[config.mk]
export PLATFORM = sky130hd
export DESIGN_NAME = upsb_user_port
export DESIGN_NICKNAME = d
export VERILOG_FILES = /design/src/upsb_pkg.sv /design/src/upsb_sync.sv /design/src/upsb_user_port.sv
export SDC_FILE = /design/constraint.sdc
export NUM_CORES = 1
export LEC_CHECK = 0
export BUFFER_PORTS_ARGS = -buffer_cell sky130_fd_sc_hd__buf_2
export CAP_MARGIN = 20
export CORE_AREA = 2 2 209 211
export DETAILED_ROUTE_END_ITERATION = 12
export DIE_AREA = 0 0 211 213
export PLACE_DENSITY = 0.71
export SKIP_LAST_GASP = 1
export SLEW_MARGIN = 0
export SYNTH_ARGS = -nofsm -noshare
export SYNTH_HDL_FRONTEND = slang
export SYNTH_SLANG_ARGS = --single-unit
[constraint.sdc]
create_clock -name mclk -period 3.1 [get_ports mclk]
set_input_delay 0.62 -clock mclk [delete_from_list [all_inputs] [get_ports mclk]]
set_output_delay 0.62 -clock mclk [all_outputs]
set_load 0.03 [all_outputs]
[src/upsb_pkg.sv]
package upsb_pkg;
  // Port map geometry
  localparam int CH_NUM   = 4;
  localparam int CH_W     = 2;
  localparam int SEG_NUM  = 16;
  localparam int SEG_W    = 4;
  localparam int PORT_NUM = 4;
  localparam int PORT_W   = 2;

  // Register offsets
  localparam logic [7:0] ADDR_CTRL    = 8'h00;
  localparam logic [7:0] ADDR_SEGEN   = 8'h01;
  localparam logic [7:0] ADDR_STATUS  = 8'h02;
  localparam logic [7:0] ADDR_CHBASE  = 8'h10;
  localparam logic [7:0] ADDR_SEGBASE = 8'h40;

  // Control field positions
  localparam int CTRL_PWR  = 0;
  localparam int CTRL_PGS  = 1;
  localparam int CTRL_KEEP = 2;

  // Reset values
  localparam logic       RST_PWR  = 1'b1;
  localparam logic       RST_PGS  = 1'b1;
  localparam logic       RST_KEEP = 1'b0;
  localparam logic [7:0] RST_CHV  = 8'h00;
  localparam logic [3:0] RST_SEGV = 4'h0;

  typedef enum logic [1:0] {UPSB_IDLE, UPSB_SWEEP, UPSB_HOLD} upsb_state_t;
endpackage

[src/upsb_sync.sv]
`timescale 1ns/100ps
module upsb_sync
  import upsb_pkg::*;
#(
  parameter int W = 1
)(
  input  wire logic         mclk,
  input  wire logic         srst,
  input  wire logic [W-1:0] din,
  output logic      [W-1:0] dout
);
  logic [W-1:0] stage1;

  always_ff @(posedge mclk)
  begin
    if (srst)
    begin
      stage1 <= '0;
      dout   <= '0;
    end
    else
    begin
      stage1 <= din;
      dout   <= stage1;
    end
  end
endmodule

[src/upsb_user_port.sv]
// How it works
// - One global power enable switches stimulus on all ports; resets on
// - Pin-group select: upper lines show channel bits 4-7 or drive ports
// - Keep setting: at sweep end bits hold, else lower lines and channel-bit upper lines return to zero; port-drive upper lines hold
//   (code: a sweep that ends while in hold stays in hold, so no lines return to zero)
// - One segment enable per channel; segments matter only when on and segmented
// - Each segment of each channel stores a four-bit value
// - Segment bit 0 drives first upper line, ascending upward
// - Reset clears all segment values; upper lines deasserted
// - With segment bits in use, upper lines show measured segment value
// - Outputs assert at segment start, update on differing segment value
// - In hold the output levels stay unchanged
// - Each channel stores an eight-bit value; resets to zero
// - Channel bit 0 drives first lower line; bits 4-7 upper lines
// - Channel bits come from the swept channel, not the edited one
//
// The placing of the registers and the strobed register port are this design's own decisions.
`timescale 1ns/100ps
module upsb_user_port
  import upsb_pkg::*;
(
  input  wire logic              mclk,
  input  wire logic              srst,
  input  wire logic [7:0]        regAddr,
  input  wire logic [7:0]        regWdata,
  input  wire logic              regWr,
  input  wire logic              regRd,
  output logic      [7:0]        regRdata,
  input  wire logic              sweepActive,
  input  wire logic              sweepSegmented,
  input  wire logic              holdState,
  input  wire logic [CH_W-1:0]   sweepChannel,
  input  wire logic [SEG_W-1:0]  sweepSegment,
  input  wire logic [PORT_W-1:0] drivePort,
  output logic                   sourcePowerOn,
  output logic [3:0]             lowerLines,
  output logic [3:0]             upperLines
);
  // Sweep progress arrives from another timing domain
  localparam int SW = 3 + CH_W + SEG_W + PORT_W;

  logic [SW-1:0]       syncIn;
  logic [SW-1:0]       syncOut;
  logic                swAct;
  logic                swSeg;
  logic                swHold;
  logic [CH_W-1:0]     swCh;
  logic [SEG_W-1:0]    swSegIdx;
  logic [PORT_W-1:0]   swPort;

  assign syncIn = {sweepActive, sweepSegmented, holdState, sweepChannel, sweepSegment,
                   drivePort};

  upsb_sync #(.W(SW)) u_sync (
    .mclk (mclk),
    .srst (srst),
    .din  (syncIn),
    .dout (syncOut)
  );

  // Word taken only when two synced samples agree, so no torn index is used
  logic [SW-1:0]       syncPrev;
  logic [SW-1:0]       syncHeld;

  always_ff @(posedge mclk)
  begin
    if (srst)
    begin
      syncPrev <= '0;
      syncHeld <= '0;
    end
    else
    begin
      syncPrev <= syncOut;
      if (syncOut == syncPrev)
        syncHeld <= syncOut;
    end
  end

  assign {swAct, swSeg, swHold, swCh, swSegIdx, swPort} = syncHeld;

  logic                pwrEnable;
  logic                pinGroupSel;
  logic                keepAtEnd;
  logic [CH_NUM-1:0]   segEnable;
  logic [7:0]          channelBitValue [CH_NUM];
  logic [3:0]          segValue [CH_NUM][SEG_NUM];
  upsb_state_t         state;
  upsb_state_t         next_state;

  // Address decode
  logic                wrCtrl;
  logic                wrSegEn;
  logic                inChWin;
  logic                inSegWin;
  logic [CH_W-1:0]     chIdx;
  logic [CH_W-1:0]     segChIdx;
  logic [SEG_W-1:0]    segIdx;

  function automatic logic inWindow(input logic [7:0] a, input logic [7:0] base,
                                    input int cnt);
    return (a >= base) && ({24'h0, a} < {24'h0, base} + 32'(cnt));
  endfunction

  assign wrCtrl   = regWr && (regAddr == ADDR_CTRL);
  assign wrSegEn  = regWr && (regAddr == ADDR_SEGEN);
  assign inChWin  = inWindow(regAddr, ADDR_CHBASE, CH_NUM);
  assign inSegWin = inWindow(regAddr, ADDR_SEGBASE, CH_NUM * SEG_NUM);
  assign chIdx    = CH_W'(regAddr - ADDR_CHBASE);
  assign {segChIdx, segIdx} = (CH_W + SEG_W)'(regAddr - ADDR_SEGBASE);

  // Control register
  always_ff @(posedge mclk)
  begin
    if (srst)
    begin
      pwrEnable   <= RST_PWR;
      pinGroupSel <= RST_PGS;
      keepAtEnd   <= RST_KEEP;
      segEnable   <= '0;
    end
    else
    begin
      if (wrCtrl)
      begin
        pwrEnable   <= regWdata[CTRL_PWR];
        pinGroupSel <= regWdata[CTRL_PGS];
        keepAtEnd   <= regWdata[CTRL_KEEP];
      end
      if (wrSegEn)
        segEnable <= regWdata[CH_NUM-1:0];
    end
  end

  // Channel and segment value stores
  genvar gc;
  generate
    for (gc = 0; gc < CH_NUM; gc++)
    begin : g_ch
      always_ff @(posedge mclk)
      begin
        if (srst)
          channelBitValue[gc] <= RST_CHV;
        else if (regWr && inChWin && chIdx == CH_W'(gc))
          channelBitValue[gc] <= regWdata;
      end
      for (genvar gs = 0; gs < SEG_NUM; gs++)
      begin : g_seg
        always_ff @(posedge mclk)
        begin
          if (srst)
            segValue[gc][gs] <= RST_SEGV;
          else if (regWr && inSegWin && segChIdx == CH_W'(gc) && segIdx == SEG_W'(gs))
            segValue[gc][gs] <= regWdata[3:0];
        end
      end
    end
  endgenerate

  // Readback
  logic [7:0] rdMux;
  assign rdMux = (regAddr == ADDR_CTRL) ?
                   {5'h00, keepAtEnd, pinGroupSel, pwrEnable} :
                 (regAddr == ADDR_SEGEN) ? {{(8-CH_NUM){1'b0}}, segEnable} :
                 (regAddr == ADDR_STATUS) ?
                   {4'h0, swHold, swSeg, swAct, state == UPSB_HOLD} :
                 inChWin ? channelBitValue[chIdx] :
                 inSegWin ? {4'h0, segValue[segChIdx][segIdx]} : 8'h00;

  always_ff @(posedge mclk)
  begin
    if (srst)
      regRdata <= 8'h00;
    else if (regRd)
      regRdata <= rdMux;
    else
      regRdata <= 8'h00;
  end

  // Sweep tracking
  always_comb
  begin
    next_state = state;
    unique case (state)
      UPSB_IDLE:  if (swAct) next_state = UPSB_SWEEP;
      UPSB_SWEEP:
        if (swHold) next_state = UPSB_HOLD;
        else if (!swAct) next_state = UPSB_IDLE;
      UPSB_HOLD:  if (swAct && !swHold) next_state = UPSB_SWEEP;
    endcase
  end

  always_ff @(posedge mclk)
  begin
    if (srst)
      state <= UPSB_IDLE;
    else
      state <= next_state;
  end

  // Output selection
  logic [7:0] chVal;
  logic [3:0] segVal;
  logic       useSeg;
  logic [3:0] portOneHot;
  logic [3:0] upperSel;
  logic [3:0] next_lower;
  logic [3:0] next_upper;

  assign chVal      = channelBitValue[swCh];
  assign segVal     = segValue[swCh][swSegIdx];
  assign useSeg     = segEnable[swCh] && swSeg;
  assign portOneHot = 4'h1 << swPort;
  assign upperSel   = useSeg ? segVal :
                      pinGroupSel ? chVal[7:4] : portOneHot;

  always_comb
  begin
    next_lower = lowerLines;
    next_upper = upperLines;
    unique case (state)
      UPSB_SWEEP:
      begin
        // Follows segment and channel changes as they happen
        next_lower = chVal[3:0];
        next_upper = upperSel;
      end
      UPSB_HOLD:
      begin
        next_lower = lowerLines;
        next_upper = upperLines;
      end
      UPSB_IDLE:
        if (!keepAtEnd)
        begin
          next_lower = 4'h0;
          next_upper = pinGroupSel ? 4'h0 : upperLines;
        end
    endcase
  end

  always_ff @(posedge mclk)
  begin
    if (srst)
    begin
      lowerLines    <= 4'h0;
      upperLines    <= 4'h0;
      sourcePowerOn <= RST_PWR;
    end
    else
    begin
      lowerLines    <= next_lower;
      upperLines    <= next_upper;
      sourcePowerOn <= pwrEnable;
    end
  end
endmodule

### Word-level counts from Yosys, hierarchy flattened

Memories as Yosys holds them, arrays and structs flattened. A register that Yosys moved wholly into a read port is not among the register bits.
Index checks and enable logic that the tools add are counted.

* bitwise operators: 72
* mux-type cells: 303
* reductions and logical operators: 92
* add/subtract/negate cells: 2
* shift operators: 1
* $lt $le $gt $ge: 7
* equality and inequality tests: 31

Operators with widths (count)
* 4-bit 2-to-1 mux: 76
* 1-bit 2-to-1 mux: 207
* 1-bit logical AND: 80
* 1-bit OR: 68
* 8-bit 2-to-1 mux: 5
* 4-bit binary-select mux with 4-bit select: 2
* 4-bit == test (second input constant): 8
* 4-bit by 3-bit == test with 1-bit output (second input constant): 4
* 2-bit 2-to-1 mux: 8
* 4-bit one-hot mux with 2 select lines: 2
* 11-bit == test: 1
* 2-bit == test (second input constant): 5
* 5-bit >= comparator (second input constant): 2
* 4-bit NOT with 5-bit output: 2
* 4-bit by 2-bit == test with 1-bit output (second input constant): 2
* 8-bit by 1-bit == test with 1-bit output (second input constant): 1
* 8-bit by 2-bit == test with 1-bit output (second input constant): 1
* 8-bit by 5-bit >= comparator with 1-bit output (second input constant): 1
* 8-bit by 7-bit >= comparator with 1-bit output (second input constant): 1
* 8-bit logical NOT: 1
* 8-bit by 5-bit < comparator with 1-bit output (second input constant): 1
* 8-bit < comparator (second input constant): 1
* 2-bit by 1-bit == test with 1-bit output (second input constant): 3
* 2-bit logical NOT: 3
* other kinds (19): 23

* output and inout port bits: 17
* memories: 2
* bits in registers: 70
* input bits: 31
* logic and storage cells: 525
* memory bits (writable): 288

Memories
* segValue: words 4, width 64, read ports 2, clocked after memory_dff 1, write ports 4, RTL line upsb_user_port.sv:87 `logic [3:0] segValue [CH_NUM][SEG_NUM];`
* channelBitValue: words 4, width 8, read ports 2, clocked after memory_dff 1, write ports 4, RTL line upsb_user_port.sv:86 `logic [7:0] channelBitValue [CH_NUM];`

### Longest topological paths before layout

* depth in word-level cells: 10
* mapped depth: 10
* mapped depth without buffers: 6

### Cells and area by module

From an unflattened synthesis, not the netlist that was laid out.

* cells, all modules: 1416
* area total of the unflattened synthesis: 18813.0 µm²

By module, submodules not included
* upsb_user_port: times used 1, sequential area each 9649.3 µm², area each 18172.4 µm², cells each 1370
* upsb_sync: times used 1, sequential area each 440.4 µm², area each 640.6 µm², cells each 46

### Worst setup path after synthesis

Ideal clock, no wire load.

* kind: input port to flip-flop
* start: input port regAddr[3]
* end: memory channelBitValue[0][0], enable pin
* slack: 646 ps
* stages on the path: 7
* data arrival time: 2079 ps
* cells stage by stage: clkbuf_1 > nor2_1 > nand2_1 > nor4_4 > nand2_1 > clkbuf_1 > o21bai_1

RTL lines
* start: declaration: RTL line upsb_user_port.sv:24 `input wire logic [7:0] regAddr,`
* end: declaration: RTL line upsb_user_port.sv:86

==> metrics.md <==
| Metric | Value |
|---|---|
| Share of cells above drive strength 1 | `21.0%` |
| Power Density | `519 nW/um2` |
| Setup Viol. Count Final | `0` |
| Final worst path period need | `between 2 and 2.5 ns` |
| Startpoint Class | `register` |
| Min Hold Slack | `slightly below 0.3 ns` |
| Synth top area cells | `edfxtp_1 46%, mux4_2 13%, and3_1 8.7%` |
| CTS tree | `done` |
| Cts bufs inserted | `38` |
| Slew Viols, Final | `0` |
| Synth top area share | `45.5%` |
| Critical Path AT | `2.88 ns` |
| Commonest cells in the netlist | `288 x edfxtp_1, 263 x and3_1, 110 x mux4_2, 101 x clkbuf_1, 96 x mux2i_1` |
| Initial core utilization | `between 40% and 50%` |
| FMAX | `about 400 MHz` |
| XOR/XNOR share of the synthesized area | `0.554%` |
| H-tree Lvls | `2` |
| Layout area overhead | `10.2%` |
| Inserted Diodes | `0` |
| Leak | `8.49 nW` |
| Crit path cell chain | `buf_12 > buf_4 > mux4_2 > a21oi_1 > nand2_1 > nand2_1 > a32o_1 > nor4_1` |
| Initial DRC count | `1750` |
| Worst vdd ir | `337 uV` |
| GRT Residual Overflow | `0` |
| Area after DPL | `19800 um2` |
| Number of global-route vias before repair | `12667` |
| Core area | `between 40000 and 50000 um2` |
| Status | `finished clean` |
| Die H | `213 um` |
| Routed WL | `approximately 52000 um` |
| Post-Synth Simple-Gate Area | `between 10% and 20%` |
| Synth Area in Compound Gates | `approximately 7.3%` |
| Fillers | `3599` |
| WS Path Type | `reg2reg` |
| Final worst slack | `slightly above 0.6 ns` |
| Most common flop cell mapped by yosys | `edfxtp_1` |
| Critical path endpoint category | `register` |
| Global-route wire length before repair | `roughly 79000 um` |
| Worst-Skew Late Latency | `0.55 ns` |
| Max incr delay on CP | `between 0.6 and 0.7 ns` |
| Clock skew | `0.0179 ns` |
| Via/cell ratio | `6.46` |
| Syn. warnings | `0` |
| Syn Inst Count | `roughly 1500` |
| Cell family with most CP delay | `flip-flops` |
| Slowest stage cell, crit path | `dfxtp_4` |
| Total power | `~11 mW` |
| Bufs on Longest Clock Path | `3` |
| Yosys cell types | `around 60` |
| Syn Nets | `1492` |
| IO buf count | `47` |
| Die area | `44900 um2` |
| Detailed Place HPWL | `35000 um` |
| RSZ-0062 raised after global routing | `no` |
| Register bit count reported by yosys | `360` |
| Num rows | `76` |
| Clock slew at reported path FFs | `~0.06 ns` |
| Clk Tree Root Cell | `clkbuf_16` |
| Cell mode on critical path | `nand2_1` |
| Per-cell routed wire length | `25.7 um` |
| Chip Width | `211 um` |
| Final net count | `1489` |
| Yosys top cell by area | `edfxtp_1` |
| CP required | `3.49 ns` |
| Crit share post-route | `80.3%` |
| Post-synth EDFFs | `288` |
| Routability Congestion | `a little over 0.9` |
| Post-Synth Adder-Cell Area | `0%` |
| Largest family of logic cells by synthesized area | `multiplexers` |
| Post-synthesis async set-or-reset flop share | `0%` |
| Place WS | `0.382 ns` |
| Final Cell Area | `between 20000 and 25000 um2` |
| Vias | `around 13000` |
| Clock Sink Count | `360` |
| DR pass1 iterations | `6` |
| Max-cap violation count | `0` |
| Mapped Area | `19000 um2` |
| Worst Min Path Start | `sweepChannel[1]` |
| Tightest Pin Transition | `0.736 ns` |
| # resized after CTS | `0` |
| Syn Area/Cell | `13.0 um2` |
| Setup Buffers After CTS | `0` |
| Largest net degree at the start of global routing | `87` |
| IO Count | `48` |
| Final ANT Viol Nets | `0` |
| # hold bufs at CTS | `0` |
| Worst path bufs/invs | `2` |
| Count leader, synth | `edfxtp_1` |
| Hold Vio Cnt, Final | `0` |
| Final TNS setup | `0 ns` |
| Hold Path Class | `in2reg` |
| Worst-path fanout max | `24` |
| DR DRC count | `0` |
| Total GRT Usage | `23.5%` |
| Multiplexer area fraction after synthesis | `18.6%` |
| Initial antenna violation count | `0` |
| Slew Limit Headroom | `50.8%` |
| Sequential area share after synthesis | `53.1%` |
## power by group
| part | leakage [nW] | switching (mW) | internal, mW |
|---|---|---|---|
| combinational | 4.60 | 0.560 | 0.401 |
| clock | 0.571 | 1.90 | 2.41 |
| sequential | 3.32 | 0.153 | 5.43 |
## area by class of cell
cell class	instances	area (um2)	share of cell area (%)
inverter	4	15.0	0.0718
tap	546	683	3.27
sequential	360	10100	48.3
clock buffer	47	1050	5.01
clock inverter	19	113	0.538
multi-input combinational	931	8060	38.5
timing repair buffer	123	902	4.31
## layer usage
metal	GRT usage, %	routed length (um)	vias to the layer above
li1	-	-	5643
met1	31.7	20400	6545
met2	37.5	24600	792
met3	4.10	5060	131
met4	9.96	2150	0
met5	0	0	-
## flip-flops by register name, summed over array words and instances (netlist names), named ones only
| name | flops |
|---|---|
| segValue | 256 |
| channelBitValue | 32 |
| syncHeld | 11 |
| syncPrev | 11 |
| u_sync.dout | 11 |
| u_sync.stage1 | 11 |
| regRdata | 8 |
| lowerLines | 4 |
| segEnable | 4 |
| upperLines | 4 |
| state | 2 |
| keepAtEnd | 1 |
| pinGroupSel | 1 |
| pwrEnable | 1 |
| sourcePowerOn | 1 |
## placed cells by master (no fill, tap or decap), drive strengths merged, types with 4 or more instances in the layout
master / instances
a221oi: 9
mux4: 113
nand2b: 10
nand4: 8
nor3b: 9
xor2: 12
nor2: 61
and2: 33
nor4: 10
a21o: 64
buf: 123
nand3: 17
nand2: 40
edfxtp: 288
a22oi: 37
clkinv: 14
o21bai: 4
nor3: 10
nor2b: 45
dfxtp: 72
mux2i: 96
or2: 4
and3: 263
a21oi: 33
o22ai: 6
inv: 7
clkbuf: 47
o21ai: 13
## logic make-up (layout without fill, tap and decap cells)
group / count (synthesis) / count (layout)
compound gates: 195 / 195
mux: 211 / 211
buf+inv: 170 / 193
simple gates: 513 / 513
flops: 360 / 360
xor+xnor: 12 / 12
## metrics by stage
| stage | cells | utilization, % |
|---|---|---|
| 2_1_floorplan | 1461 | - |
| 3_3_place_gp | 1964 | 46.3 |
| 3_5_place_dp | 1964 | 46.3 |
| 4_1_cts | 2030 | 49.0 |
| 5_1_grt | 2030 | 49.0 |
| 6_report | 2030 | 49.0 |
## final timing paths
kind	to	cells past startpoint	slack, ns
worst max-delay path	upperLines[1]	8	0.61
worst min-delay path	u_sync.stage1[7]	2	0.30
worst max register to register	upperLines[1]	8	0.61
worst min register to register	u_sync.dout[3]	1	0.44
(Power assumes the default switching activity.)
